### src/rtl/crag_pkg.sv
// constants, codes and types of the cpu register and address generator
package crag_pkg;
  // ----------------------------------------
  // widths
  // ----------------------------------------
  localparam int ADDR_W = 16;
  localparam int DATA_W = 8;
  // ----------------------------------------
  // operand address modes
  // ----------------------------------------
  localparam logic [3:0] MODE_DIRECT = 4'h0;
  localparam logic [3:0] MODE_EXTENDED = 4'h1;
  localparam logic [3:0] MODE_IMMEDIATE = 4'h2;
  localparam logic [3:0] MODE_INDEXED_NO_OFFSET = 4'h3;
  localparam logic [3:0] MODE_INDEXED_POST_INCREMENT = 4'h4;
  localparam logic [3:0] MODE_INDEXED_BYTE_OFFSET = 4'h5;
  localparam logic [3:0] MODE_INDEXED_BYTE_OFFSET_POST_INCREMENT = 4'h6;
  localparam logic [3:0] MODE_INDEXED_WORD_OFFSET = 4'h7;
  localparam logic [3:0] MODE_STACK_BYTE_OFFSET = 4'h8;
  localparam logic [3:0] MODE_STACK_WORD_OFFSET = 4'h9;
  localparam logic [3:0] MODE_RELATIVE = 4'hA;
  // ----------------------------------------
  // operations on the index low byte
  // ----------------------------------------
  localparam logic [3:0] XOP_CLEAR = 4'h0;
  localparam logic [3:0] XOP_INCREMENT = 4'h1;
  localparam logic [3:0] XOP_DECREMENT = 4'h2;
  localparam logic [3:0] XOP_COMPLEMENT = 4'h3;
  localparam logic [3:0] XOP_NEGATE = 4'h4;
  localparam logic [3:0] XOP_SHIFT_LEFT = 4'h5;
  localparam logic [3:0] XOP_SHIFT_RIGHT = 4'h6;
  localparam logic [3:0] XOP_SHIFT_RIGHT_ARITH = 4'h7;
  localparam logic [3:0] XOP_ROTATE_LEFT = 4'h8;
  localparam logic [3:0] XOP_ROTATE_RIGHT = 4'h9;
  // ----------------------------------------
  // fixed values
  // ----------------------------------------
  localparam logic [7:0] IDX_H_RESET = 8'h00;
  localparam logic [7:0] DIRECT_PAGE = 8'h00;
  localparam logic [7:0] BYTE_ONE = 8'h01;
  localparam logic [15:0] POST_INC_STEP = 16'h0001;
  localparam logic [7:0] BYTE_ZERO = 8'h00;
  // ----------------------------------------
  // sequencer states
  // ----------------------------------------
  typedef enum logic [1:0] {
    ST_IDLE = 2'b01,
    ST_WAIT = 2'b10
  } crag_state_type;
endpackage

### src/rtl/crag_core.sv
// cpu accumulator, index pair and effective address generator
// Operation
// - accumulator is an 8-bit register loaded with alu results
// - reset leaves the accumulator untouched
// - index pair is two 8-bit registers, high and low address bytes
// - all indexed modes use the full 16-bit pair as base
// - reset loads the index high byte with zero
// - reset leaves the index low byte untouched
// - low index byte supports clear, inc, dec, complement, negate, shift, rotate
// - indexed no offset address equals the pair
// - post increment mode fetches at pair, then pair plus one
// - byte offset address is pair plus zero-extended offset
// - byte offset post increment fetches at pair plus offset, then pair plus one
// - word offset address is pair plus 16-bit offset
// - stack byte offset address is stack pointer plus unsigned byte
// - stack word offset address is stack pointer plus 16-bit offset
// - direct address has zero high byte and operand low byte
// - 16-bit offset comes from an upper and a lower byte
// - 16-bit immediate is built from high and low bytes
// - extended address is built from high and low bytes
// - branch target is next address plus signed byte offset
// - address bus is 16 bits; word offset may be signed or unsigned
`timescale 1ns/100ps
module crag_core (
  // clock and reset
  input wire logic MCLK,
  input wire logic SRST,
  // address request
  input wire logic EA_REQ,
  input wire logic [3:0] EA_MODE,
  input wire logic [7:0] OPND_HI,
  input wire logic [7:0] OPND_LO,
  input wire logic [15:0] STACK_PTR,
  input wire logic [15:0] NEXT_PC,
  input wire logic READ_DONE,
  // accumulator load
  input wire logic ACC_LOAD,
  input wire logic [7:0] ACC_DATA,
  // index loads and low byte operations
  input wire logic IDX_H_LOAD,
  input wire logic [7:0] IDX_H_DATA,
  input wire logic IDX_L_LOAD,
  input wire logic [7:0] IDX_L_DATA,
  input wire logic IDX_L_OP,
  input wire logic [3:0] IDX_L_OP_CODE,
  input wire logic CARRY_IN,
  // address result
  output logic [15:0] EA,
  output logic EA_VALID,
  output logic BUSY,
  // register contents
  output logic [7:0] ACC,
  output logic [7:0] IDX_H,
  output logic [7:0] IDX_L,
  output logic IDX_CARRY
);

  // ----------------------------------------
  // functions
  // ----------------------------------------
  function automatic logic mode_legal(input logic [3:0] m);
    mode_legal = (m <= crag_pkg::MODE_RELATIVE);
  endfunction

  function automatic logic mode_post(input logic [3:0] m);
    mode_post = (m == crag_pkg::MODE_INDEXED_POST_INCREMENT) ||
                (m == crag_pkg::MODE_INDEXED_BYTE_OFFSET_POST_INCREMENT);
  endfunction

  // sums are 16 bits wide on purpose so wrap-around is free
  function automatic logic [15:0] ea_calc(input logic [3:0] m, input logic [15:0] base,
                                          input logic [15:0] sp, input logic [15:0] pc,
                                          input logic [7:0] hi, input logic [7:0] lo);
    logic [15:0] word;
    logic [15:0] zext;
    logic [15:0] sext;
    word = {hi, lo};
    zext = {crag_pkg::BYTE_ZERO, lo};
    sext = {{(crag_pkg::ADDR_W - crag_pkg::DATA_W){lo[7]}}, lo};
    case (m)
      crag_pkg::MODE_DIRECT: ea_calc = {crag_pkg::DIRECT_PAGE, lo};
      crag_pkg::MODE_EXTENDED: ea_calc = word;
      crag_pkg::MODE_IMMEDIATE: ea_calc = word;
      crag_pkg::MODE_INDEXED_NO_OFFSET: ea_calc = base;
      crag_pkg::MODE_INDEXED_POST_INCREMENT: ea_calc = base;
      crag_pkg::MODE_INDEXED_BYTE_OFFSET: ea_calc = base + zext;
      crag_pkg::MODE_INDEXED_BYTE_OFFSET_POST_INCREMENT: ea_calc = base + zext;
      crag_pkg::MODE_INDEXED_WORD_OFFSET: ea_calc = base + word;
      crag_pkg::MODE_STACK_BYTE_OFFSET: ea_calc = sp + zext;
      crag_pkg::MODE_STACK_WORD_OFFSET: ea_calc = sp + word;
      crag_pkg::MODE_RELATIVE: ea_calc = pc + sext;
      default: ea_calc = word;
    endcase
  endfunction

  // carry is the top bit of the result
  function automatic logic [8:0] xop_calc(input logic [3:0] op, input logic [7:0] x,
                                          input logic cin, input logic cold);
    case (op)
      crag_pkg::XOP_CLEAR: xop_calc = {cold, crag_pkg::BYTE_ZERO};
      crag_pkg::XOP_INCREMENT: xop_calc = {cold, x + crag_pkg::BYTE_ONE};
      crag_pkg::XOP_DECREMENT: xop_calc = {cold, x - crag_pkg::BYTE_ONE};
      crag_pkg::XOP_COMPLEMENT: xop_calc = {cold, ~x};
      crag_pkg::XOP_NEGATE: xop_calc = {x != crag_pkg::BYTE_ZERO, crag_pkg::BYTE_ZERO - x};
      crag_pkg::XOP_SHIFT_LEFT: xop_calc = {x[7], x[6:0], 1'b0};
      crag_pkg::XOP_SHIFT_RIGHT: xop_calc = {x[0], 1'b0, x[7:1]};
      crag_pkg::XOP_SHIFT_RIGHT_ARITH: xop_calc = {x[0], x[7], x[7:1]};
      crag_pkg::XOP_ROTATE_LEFT: xop_calc = {x[7], x[6:0], cin};
      crag_pkg::XOP_ROTATE_RIGHT: xop_calc = {x[0], cin, x[7:1]};
      default: xop_calc = {cold, x};
    endcase
  endfunction

  // ----------------------------------------
  // state and datapath signals
  // ----------------------------------------
  crag_pkg::crag_state_type state;
  crag_pkg::crag_state_type next_state;
  logic [7:0] acc;
  logic [7:0] idx_h;
  logic [7:0] idx_l;
  logic carry;
  logic [15:0] ea;
  logic ea_valid;
  logic busy;
  logic [15:0] pair;
  logic [15:0] pair_inc;
  logic accept;
  logic bump;
  logic idle;
  logic [8:0] xop_res;

  assign pair = {idx_h, idx_l};
  assign pair_inc = pair + crag_pkg::POST_INC_STEP;
  assign idle = (state == crag_pkg::ST_IDLE);
  // illegal modes and requests during a pending increment are dropped
  assign accept = EA_REQ && idle && mode_legal(EA_MODE);
  // no increment under reset, so the low byte really is left alone
  assign bump = (state == crag_pkg::ST_WAIT) && READ_DONE && !SRST;
  assign xop_res = xop_calc(IDX_L_OP_CODE, idx_l, CARRY_IN, carry);

  // ----------------------------------------
  // sequencer
  // ----------------------------------------
  always_comb begin
    next_state = state;
    unique case (state)
      crag_pkg::ST_IDLE: begin
        if (accept && mode_post(EA_MODE)) begin
          next_state = crag_pkg::ST_WAIT;
        end
      end
      crag_pkg::ST_WAIT: begin
        if (READ_DONE) begin
          next_state = crag_pkg::ST_IDLE;
        end
      end
    endcase
  end

  always_ff @(posedge MCLK) begin
    if (SRST) begin
      state <= crag_pkg::ST_IDLE;
      busy <= 1'b0;
    end else begin
      state <= next_state;
      busy <= (next_state == crag_pkg::ST_WAIT);
    end
  end

  // ----------------------------------------
  // address result
  // ----------------------------------------
  always_ff @(posedge MCLK) begin
    if (SRST) begin
      ea <= 16'h0000;
      ea_valid <= 1'b0;
    end else begin
      ea_valid <= accept;
      if (accept) begin
        ea <= ea_calc(EA_MODE, pair, STACK_PTR, NEXT_PC, OPND_HI, OPND_LO);
      end
    end
  end

  // ----------------------------------------
  // accumulator, never reset
  // ----------------------------------------
  always_ff @(posedge MCLK) begin
    if (ACC_LOAD) begin
      acc <= ACC_DATA;
    end
  end

  // ----------------------------------------
  // index pair
  // ----------------------------------------
  // loads are ignored while an increment is pending so the pointer cannot be torn
  always_ff @(posedge MCLK) begin
    if (bump) begin
      idx_l <= pair_inc[7:0];
    end else if (idle && IDX_L_LOAD) begin
      idx_l <= IDX_L_DATA;
    end else if (idle && IDX_L_OP) begin
      idx_l <= xop_res[7:0];
    end
  end

  always_ff @(posedge MCLK) begin
    if (SRST) begin
      idx_h <= crag_pkg::IDX_H_RESET;
    end else if (bump) begin
      idx_h <= pair_inc[15:8];
    end else if (idle && IDX_H_LOAD) begin
      idx_h <= IDX_H_DATA;
    end
  end

  always_ff @(posedge MCLK) begin
    if (SRST) begin
      carry <= 1'b0;
    end else if (idle && !IDX_L_LOAD && IDX_L_OP && !bump) begin
      carry <= xop_res[8];
    end
  end

  assign EA = ea;
  assign EA_VALID = ea_valid;
  assign BUSY = busy;
  assign ACC = acc;
  assign IDX_H = idx_h;
  assign IDX_L = idx_l;
  assign IDX_CARRY = carry;

  // ----------------------------------------
  // checks
  // ----------------------------------------
  property p_acc_load;
    @(posedge MCLK) ACC_LOAD |=> (ACC == $past(ACC_DATA));
  endproperty
  a_acc_load: assert property (p_acc_load) else $error("accumulator load lost");

  property p_acc_reset;
    @(posedge MCLK) (SRST && !ACC_LOAD) |=> $stable(ACC);
  endproperty
  a_acc_reset: assert property (p_acc_reset) else $error("reset changed accumulator");

  property p_h_reset;
    @(posedge MCLK) SRST |=> (IDX_H == crag_pkg::IDX_H_RESET);
  endproperty
  a_h_reset: assert property (p_h_reset) else $error("index high not cleared by reset");

  property p_l_reset;
    @(posedge MCLK) (SRST && !IDX_L_LOAD && !IDX_L_OP) |=> $stable(IDX_L);
  endproperty
  a_l_reset: assert property (p_l_reset) else $error("reset changed index low");

  property p_xop_inc;
    @(posedge MCLK) disable iff (SRST)
      (idle && IDX_L_OP && !IDX_L_LOAD && !IDX_H_LOAD && IDX_L_OP_CODE == crag_pkg::XOP_INCREMENT)
      |=> (IDX_L == 8'($past(idx_l) + crag_pkg::BYTE_ONE)) && $stable(IDX_H);
  endproperty
  a_xop_inc: assert property (p_xop_inc) else $error("low byte increment wrong");

  property p_ea_ix;
    @(posedge MCLK) disable iff (SRST)
      (accept && EA_MODE == crag_pkg::MODE_INDEXED_NO_OFFSET) |=> (EA_VALID && EA == $past(pair));
  endproperty
  a_ea_ix: assert property (p_ea_ix) else $error("no offset address wrong");

  property p_ea_ix1;
    @(posedge MCLK) disable iff (SRST)
      (accept && EA_MODE == crag_pkg::MODE_INDEXED_BYTE_OFFSET)
      |=> (EA == 16'($past(pair) + {8'h00, $past(OPND_LO)}));
  endproperty
  a_ea_ix1: assert property (p_ea_ix1) else $error("byte offset address wrong");

  property p_ea_ix2;
    @(posedge MCLK) disable iff (SRST)
      (accept && EA_MODE == crag_pkg::MODE_INDEXED_WORD_OFFSET)
      |=> (EA == 16'($past(pair) + {$past(OPND_HI), $past(OPND_LO)}));
  endproperty
  a_ea_ix2: assert property (p_ea_ix2) else $error("word offset address wrong");

  property p_ea_sp1;
    @(posedge MCLK) disable iff (SRST)
      (accept && EA_MODE == crag_pkg::MODE_STACK_BYTE_OFFSET)
      |=> (EA == 16'($past(STACK_PTR) + {8'h00, $past(OPND_LO)}));
  endproperty
  a_ea_sp1: assert property (p_ea_sp1) else $error("stack byte address wrong");

  property p_ea_dir;
    @(posedge MCLK) disable iff (SRST)
      (accept && EA_MODE == crag_pkg::MODE_DIRECT) |=> (EA == {8'h00, $past(OPND_LO)});
  endproperty
  a_ea_dir: assert property (p_ea_dir) else $error("direct address wrong");

  property p_ea_rel;
    @(posedge MCLK) disable iff (SRST)
      (accept && EA_MODE == crag_pkg::MODE_RELATIVE)
      |=> (EA == 16'($past(NEXT_PC) + {{8{$past(OPND_LO[7])}}, $past(OPND_LO)}));
  endproperty
  a_ea_rel: assert property (p_ea_rel) else $error("branch target wrong");

  property p_post_hold;
    @(posedge MCLK) disable iff (SRST)
      (state == crag_pkg::ST_WAIT && !READ_DONE) |=> ($stable(pair) && BUSY);
  endproperty
  a_post_hold: assert property (p_post_hold) else $error("pair moved before read done");

  property p_post_inc;
    @(posedge MCLK) disable iff (SRST)
      bump |=> (pair == 16'($past(pair) + crag_pkg::POST_INC_STEP)) && !BUSY;
  endproperty
  a_post_inc: assert property (p_post_inc) else $error("post increment wrong");

endmodule

### config.mk
export PLATFORM = sky130hd
export DESIGN_NAME = crag_core
export DESIGN_NICKNAME = d
export VERILOG_FILES = /design/src/rtl/crag_pkg.sv /design/src/rtl/crag_core.sv
export SDC_FILE = /design/constraint.sdc
export NUM_CORES = 1
export LEC_CHECK = 0
export CORE_UTILIZATION = 35
export DETAILED_ROUTE_END_ITERATION = 8
export DONT_BUFFER_PORTS = 1
export PLACE_DENSITY = 0.61
export SLEW_MARGIN = 20
export SYNTH_ARGS = -nofsm -noshare
export SYNTH_HDL_FRONTEND = slang
export SYNTH_SLANG_ARGS = --single-unit
### constraint.sdc
create_clock -name MCLK -period 5.45 [get_ports MCLK]
set_input_delay 1.09 -clock MCLK [delete_from_list [all_inputs] [get_ports MCLK]]
set_output_delay 1.09 -clock MCLK [all_outputs]
set_load 0.02 [all_outputs]
# Word level (Yosys, flattened, before mapping)
# Index checks and enable logic that the tools add are counted.
# Widths: inputs -> output; s select.
[totals]
in_bits = 89
regBits = 45
word_cells = 83
[op_classes]
n_eq_ne = 21
order_cmp = 1
n_reduce_logical = 28
n_mux = 10
n_bitwise = 5
n_addsub = 9
[ops]
columns = ["cell", "n"]
rows = [
  ["$pmux 16 s7", 1],
  ["$pmux 9 s10", 1],
  ["$add 16x16->16", 3],
  ["$mux 8", 5],
  ["$add 16x8->16", 2],
  ["$eq 4x3->1 const B", 8],
  ["$eq 4x4->1 const B", 5],
  ["$add 16x1->16 const B", 1],
  ["$eq 4x2->1 const B", 3],
  ["$reduce_bool 12->1", 1],
  ["$logic_and 1x1->1", 11],
  ["$reduce_bool 11->1", 1],
  ["$add 8x1->8 const B", 1],
  ["$logic_not 4->1", 2],
  ["$not 8->8", 1],
  ["$reduce_bool 8->1", 1],
  ["$sub 1x8->8 const A", 1],
  ["$sub 8x1->8 const B", 1],
  ["$reduce_and 6->1", 1],
  ["$reduce_bool 6->1", 1],
  ["$eq 2x2->1 const B", 2],
  ["$eq 4x1->1 const B", 1],
  ["$le 4x4->1 const B", 1],
  ["$mux 2", 2],
  ["11 further kinds", 17],
]

# Depth between registers and ports, before layout
# Gate-level depths: netlist (run 1).
[depth]
depth_word = 7
depth_mapped = 17

# Worst setup path before layout (run 1)
# OpenSTA, ideal clock, no wires.
[synth_timing]
kind = "in2reg"
from = "input EA_MODE[3]"
to = "register ea[11] (netlist: EA[11])"
path_slack_ps = 775
cell_stages = 15
t_arrival_ps = 4561
required_time_ps = 5335
cell_sequence = "clkbuf_1 -> nor4b_4 -> clkbuf_1 -> clkbuf_1 -> nor2_1 -> a21o_1 -> ha_1 -> a211o_1 -> a2111oi_1 -> o31ai_1 -> nand2_1 -> xnor2_1 -> o221ai_1 -> a21oi_1 -> a2111oi_0"
[synth_between]
elab_chain_cells = 3
[synth_lines]
columns = ["item", "line", "source"]
rows = [
  ["start: declaration", "crag_core.sv:30", "input wire logic [3:0] EA_MODE,"],
  ["$eq 4x3->1 / $eq 4x2->1 (equally long branches)", "crag_core.sv:80", "case (m)"],
  ["$reduce_or 2->1 (no line)", "n/a", ""],
  ["$pmux 16 s7", "crag_core.sv:80", ""],
  ["end signal: assignment", "crag_core.sv:181", "ea <= ea_calc(EA_MODE, pair, STACK_PTR, NEXT_PC, OPND_HI, OPND_LO);"],
  ["end: declaration", "crag_core.sv:123", "logic [15:0] ea;"],
]
# Parallel ways exist; a longest one is shown, timed or not.
# A chain may end at the register's enable or synchronous reset.

# Worst setup path after layout (run 1)
[layout_timing]
from = "input EA_MODE[0]"
to = "register ea[11] (netlist: EA[11])"
# Same word-level chain as after synthesis.

==> flow_summary.ini, run 1 <==
[outcome]
status = finished clean

[critical_path]
crit_chain = nor4b_4 > mux2_2 > ha_1 > o21a_1 > a2111oi_1 > o31ai_1 > nand2_1 > xnor2_1 > o221ai_1 > a21oi_1 > a2111oi_0
cp-startpoint = EA_MODE[0]
path_buf_inv = 0
arrival_ns = 4.38
cpLargestDelayFamily = compound AO/OA/AOI/OAI gates
required_ns = 5.63
r2r-start = IDX_L[3]
crit_path_end_kind = flop
crit_type = primary input to flop
path_max_fanout = 13
slowest_stage = o31ai_1
critPathMaxStageDelay_ns = 0.71
start_kind = primary input

[power_and_ir_drop]
power_mw = 1.34
p_per_area_nw_per_um2 = 229
leakagePower_nw = 2.19
ir_worst_vdd_mv = 0.119

[synthesis]
synth_top_area_share_pct = 10.5
ys_top_cells_by_area = dfxtp_1, ha_1, edfxtp_1, o21ai_0, xnor2_1
synthArstFlopShare_pct = 0
synth-seq-cells = 45
synthCells = 725
syn_area_um2 = 5550
syn_nets = 861
ys_types = 76
syn_avg_cell_area_um2 = 7.65
synth.largest_area_cell = dfxtp_1
synth_common_cells = nor2_1, nand2_1, o21ai_0
ys_warn_count = 0
synthFlopType = dfxtp_1
yosysMostFrequentCell = nor2_1
synth-edff-count = 16
yosysSeqAreaShare_pct = 19.1

[timing]
setup_tns_ns = 0
period_share_pct = 77.1
clock_skew_ns = 0.00924
relSlewSlack_pct = 36.8
fin_crit_ns = 4.20
setup-violations-final = 0
worst_slew_pin_slew_ns = 0.937
fmax_mhz = 238
final-hold-violation-count = 0
rsz0062_at_grt = no
drv_slew = 0

[clock_tree]
htree_levels = 2
cts_setup_buffers = 0
cts_root_buffer = clkbuf_16
cts_made_buffers = 5
clock-sinks = 45
cts_tree = done
insertion_delay_ns = 0.30
ctsHoldBuffers = 0
clk_pin_slew_ns = 0.07
ctsResizeCount = 0
clock_path_buffers = 2

[placed_design]
portBuffers = 0
post-dp-hpwl_um = 14300
gp_congestion = 0.886

[finish]
diodes = 0
multiInputGateArea_um2 = 4260
nFillCells = 1650
regArea_um2 = 1060
num-nets-final = 835
layout-drive-gt1-share_pct = 6.71
area_growth_pct = 5.59

[detailed_routing]
remaining_drc_errors = 0
drt-wirelength-per-cell_um = 20.4
dr.max_layer_used = met4
vias_per_cell = 6.16
drtPass1Iterations = 5
dr_total_vias = 5612
met2_wirelength_um = 8180
wl_met1_um = 8270
wl_met3_um = 1930
first_iter_violations = 612
ant_nets = 0
totalWireLength_um = 18500

[die]
rows = 45
core_um2 = 15300
die_h_um = 128
io_pins = 132
die_x_um = 128
dieArea_um2 = 16400
initial_utilization_pct = 36.2

[global_routing]
grt_overflow_total = 0
grt_pass1_vias = 5116
grt_pass1_wl_um = 28600
grt_max_degree = 34
antenna_found_initial = 0
grt_usage_pct = 22.3

[min_path]
hp-class = flop to flop
holdCritStartpoint = state[1]

[job]
maxCapViolCount = 0
[cell usage in the layout (no fill, tap or decap), types with 5 or more instances in the layout]
| cell type | instances |
|---|---|
| a21oi_1 | 54 |
| a221oi_1 | 21 |
| o21a_1 | 5 |
| xnor2_1 | 31 |
| xor2_1 | 21 |
| dfxtp_1 | 29 |
| nand3_1 | 20 |
| a222oi_1 | 5 |
| a31oi_1 | 7 |
| nand2b_1 | 11 |
| nor3_1 | 16 |
| nand2_1 | 63 |
| and2_1 | 5 |
| mux2i_1 | 7 |
| a21o_1 | 22 |
| or2_2 | 7 |
| nor2b_1 | 10 |
| and3_1 | 6 |
| edfxtp_1 | 16 |
| o221ai_1 | 7 |
| ha_1 | 44 |
| nand4_1 | 8 |
| mux2_2 | 15 |
| clkbuf_16 | 5 |
| nor4_1 | 9 |
| o21bai_1 | 5 |
| inv_1 | 17 |
| o21ai_0 | 62 |
| o31ai_1 | 5 |
| nor2_1 | 70 |
| or3_1 | 8 |
| a221o_1 | 5 |
| buf_4 | 8 |
| a211oi_1 | 7 |
[report_power, final]
group | internal [mW] | switching (mW) | total [mW]
registers | 0.382 | 0.0948 | 0.477
logic | 0.236 | 0.302 | 0.537
clock network | 0.173 | 0.152 | 0.325
[layout make-up]
class,count,share of cell area (%)
Multi-Input combinational cell,622,72.7
Clock buffer,5,2.14
Clock inverter,3,0.427
Sequential cell,45,18.1
Inverter,17,1.09
Timing Repair Buffer,8,1.02
Tap cell,211,4.51
[metal layers]
| metal | vias up | track usage [%] |
|---|---|---|
| met2 | 257 | 35.8 |
| li1 | 2692 | - |
| met5 | - | 0 |
| met1 | 2652 | 29.8 |
| met4 | 0 | 4.22 |
| met3 | 11 | 6.51 |
[stage by stage]
stage / hold WS (ns) / setup slack, ns / util (%) / area (um^2) / std cells
after floorplan: 0.490 / 0.775 / - / 5550 / 725
after global placement: 0.510 / 1.12 / 37.3 / 5710 / 903
after detailed placement: 0.513 / 1.00 / 37.3 / 5710 / 903
after CTS: 0.523 / 1.30 / 38.3 / 5860 / 911
after global routing: 0.552 / 1.13 / 38.3 / 5860 / 911
final: 0.529 / 1.25 / 38.3 / 5860 / 911
[state kept, by name, summed over array words and instances (netlist names)]
register	count
state	2
ACC	8
BUSY	1
EA_VALID	1
IDX_CARRY	1
IDX_L	8
IDX_H	8
EA	16
[kinds of logic (layout without fill, tap and decap cells)]
family | Yosys count | in the layout | synth area share [%]
XOR/XNOR | 52 | 52 | 8.21
buffers and inverters | 58 | 33 | 4.10
AO/OA/AOI/OAI | 254 | 254 | 31.3
multiplexers | 22 | 22 | 4.31
adder cells (fa/ha/maj) | 47 | 47 | 11.0
flip-flops | 45 | 45 | 19.1
AND/OR/NAND/NOR | 247 | 247 | 21.9
[worst reg2reg max path, stage by stage (launching register included)]
cell and delay (ns):
edfxtp_1 0.80, inv_1 0.28, o21ai_0 0.24, ha_1 0.22, o21a_1 0.18, a2111oi_1 0.11
o31ai_1 0.71, nand2_1 0.17, xnor2_1 0.18, o221ai_1 0.17, a21oi_1 0.07, a2111oi_0 0.39
[worst paths after layout]
path | endpoint | slack [ns] | depth (start not counted)
worst max-delay path | EA[11] | 1.25 | 11
worst min register to register | state[1] | 0.53 | 2
worst max register to register | EA[11] | 1.82 | 11
worst min-delay path | state[1] | 0.53 | 2
Power figures use the tool's default switching activity.
==> run 2: changes to the inputs <==
ABC_AREA = 1   (was default)
clock period = 3.9 ns   (was 5.45 ns; I/O delays follow)
==> flow_summary.ini, run 2 <==
[timing]
clock_skew_ns = 0.00702
drv_slew = 0
setup-violations-final = 0
fmax_mhz = 316
fin_crit_ns = 3.17
final-hold-violation-count = 0
period_share_pct = 81.2
worst_slew_pin_slew_ns = 0.616
rsz0062_at_grt = no
setup_tns_ns = 0
relSlewSlack_pct = 58.9

[detailed_routing]
totalWireLength_um = 20500
vias_per_cell = 5.31
drtPass1Iterations = 5
dr.max_layer_used = met4
drt-wirelength-per-cell_um = 16.1
met2_wirelength_um = 9200
wl_met3_um = 1700
dr_total_vias = 6743
first_iter_violations = 497
remaining_drc_errors = 0
ant_nets = 0
wl_met1_um = 9320

[synthesis]
syn_avg_cell_area_um2 = 5.82
syn_nets = 1190
ys_types = 53
synthArstFlopShare_pct = 0
synthAdderAreaFrac_pct = 9.95
synth_top_area_share_pct = 18.8
synth-seq-cells = 45
synth_common_cells = nand2_1, inv_1, nand3_1
synthSimpleGateAreaFrac_pct = 39.3
yosys.area_share.xor_xnor_pct = 2.85
synth.largest_area_cell = nand2_1
syn_area_um2 = 6140
synth_compound_area_share_pct = 18.6
synthFlopType = dfxtp_1
synthCells = 1054
ys_warn_count = 0
ys_top_cells_by_area = nand2_1, inv_1, dfxtp_1, ha_1, edfxtp_1
synth-edff-count = 16
synth_top_family_by_area = simple AND/OR/NAND/NOR gates
yosysMostFrequentCell = nand2_1
yosysSeqAreaShare_pct = 17.3
synthMuxAreaShare_pct = 0

[power_and_ir_drop]
p_per_area_nw_per_um2 = 291
leakagePower_nw = 3.30
ir_worst_vdd_mv = 0.266

[finish]
diodes = 0
layout-drive-gt1-share_pct = 5.26
layout_common_cells = nand2_1, inv_1, nand3_1, nor2_1, a21oi_1
area_growth_pct = 5.83
final_common_cell = nand2_1
num-nets-final = 1180
largest_reg_flops = 16
post-route-util_pct = 37.7

[global_routing]
grt_pass1_wl_um = 32200
grt_pass1_vias = 6231
grt_usage_pct = 22.9
antenna_found_initial = 0
grt_max_degree = 29
grt_overflow_total = 0

[clock_tree]
ctsResizeCount = 0
insertion_delay_ns = 0.30
ctsHoldBuffers = 0
clock-sinks = 45
clk_pin_slew_ns = 0.07
htree_levels = 2
cts_tree = done
cts_setup_buffers = 0
clock_path_buffers = 2
cts_made_buffers = 5
cts_root_buffer = clkbuf_16

[critical_path]
crit_type = primary input to flop
start_kind = primary input
arrival_ns = 3.37
path_max_fanout = 28
r2r_cells = 17
required_ns = 4.10
crit_path_end_kind = flop

[die]
die_h_um = 134
initial_utilization_pct = 35.6
io_pins = 132
rows = 48
dieArea_um2 = 18100
core_um2 = 17200
die_x_um = 134

[outcome]
status = finished clean

[min_path]
hp-class = flop to flop
holdPathStages = 2

[placed_design]
portBuffers = 0
post-dp-hpwl_um = 16800
gp_congestion = 0.931

[job]
maxCapViolCount = 0
run 2: final cells by class:
type	instances	area [um^2]
clock buffer	5	125
clock inverter	3	25.0
fill	1907	10700
inverter	166	623
multi-input combinational	821	4340
sequential	45	1060
tap	225	282
timing repair buffer	5	37.5
run 2: metal layers:
metal	GRT usage (%)	vias to the layer above
li1	-	3445
met1	30.4	3020
met2	38.2	257
met3	4.69	21
met4	4.37	0
met5	0	-
run 2: worst paths after layout:
| path | slack [ns] | from | endpoint |
|---|---|---|---|
| setup / recovery | 0.73 | EA_MODE[0] | EA[12] |
| hold / removal | 0.49 | state[0] | state[0] |
| setup reg to reg | 1.06 | IDX_L[0] | EA[12] |
| hold reg to reg | 0.49 | state[0] | state[0] |
run 2: metrics by stage:
stage / setup WS [ns] / cell area, um^2 / std cells / power, mW / hold slack [ns]
after global placement: 0.522 / 6340 / 1262 / 1.43 / 0.486
after detailed placement: 0.508 / 6340 / 1262 / 1.44 / 0.479
after CTS: 0.827 / 6490 / 1270 / 1.89 / 0.495
after global routing: 0.456 / 6490 / 1270 / 2.03 / 0.520
final: 0.734 / 6490 / 1270 / 1.89 / 0.492
after floorplan: 0.716 / 6140 / 1054 / 1.25 / 0.451
run 2: cell families after synthesis:
group,Yosys count
AND/OR/NAND/NOR,552
AO/OA/AOI/OAI,202
buffers and inverters,188
adder cells (fa/ha/maj),47
flip-flops,45
XOR/XNOR,20
run 2: critical path, cell delays in order:
cell,delay (ns)
nor2_2,0.23
nand2_4,0.23
o21ai_0,0.29
ha_1,0.23
inv_1,0.06
fa_1,0.38
inv_1,0.06
nand2_1,0.06
nand2_1,0.11
nand3_1,0.09
nand2_1,0.11
nand2_1,0.11
nor2_4,0.14
nand3_1,0.10
nand3_1,0.12
nand4_1,0.11
nand2_1,0.10
a21oi_2,0.05
run 2: power by group:
part / total, mW / internal (mW) / leakage, nW / switching, mW
Sequential: 0.646 / 0.533 / 0.399 / 0.113
Combinational: 0.794 / 0.273 / 2.83 / 0.522
Clock: 0.448 / 0.241 / 0.0704 / 0.207
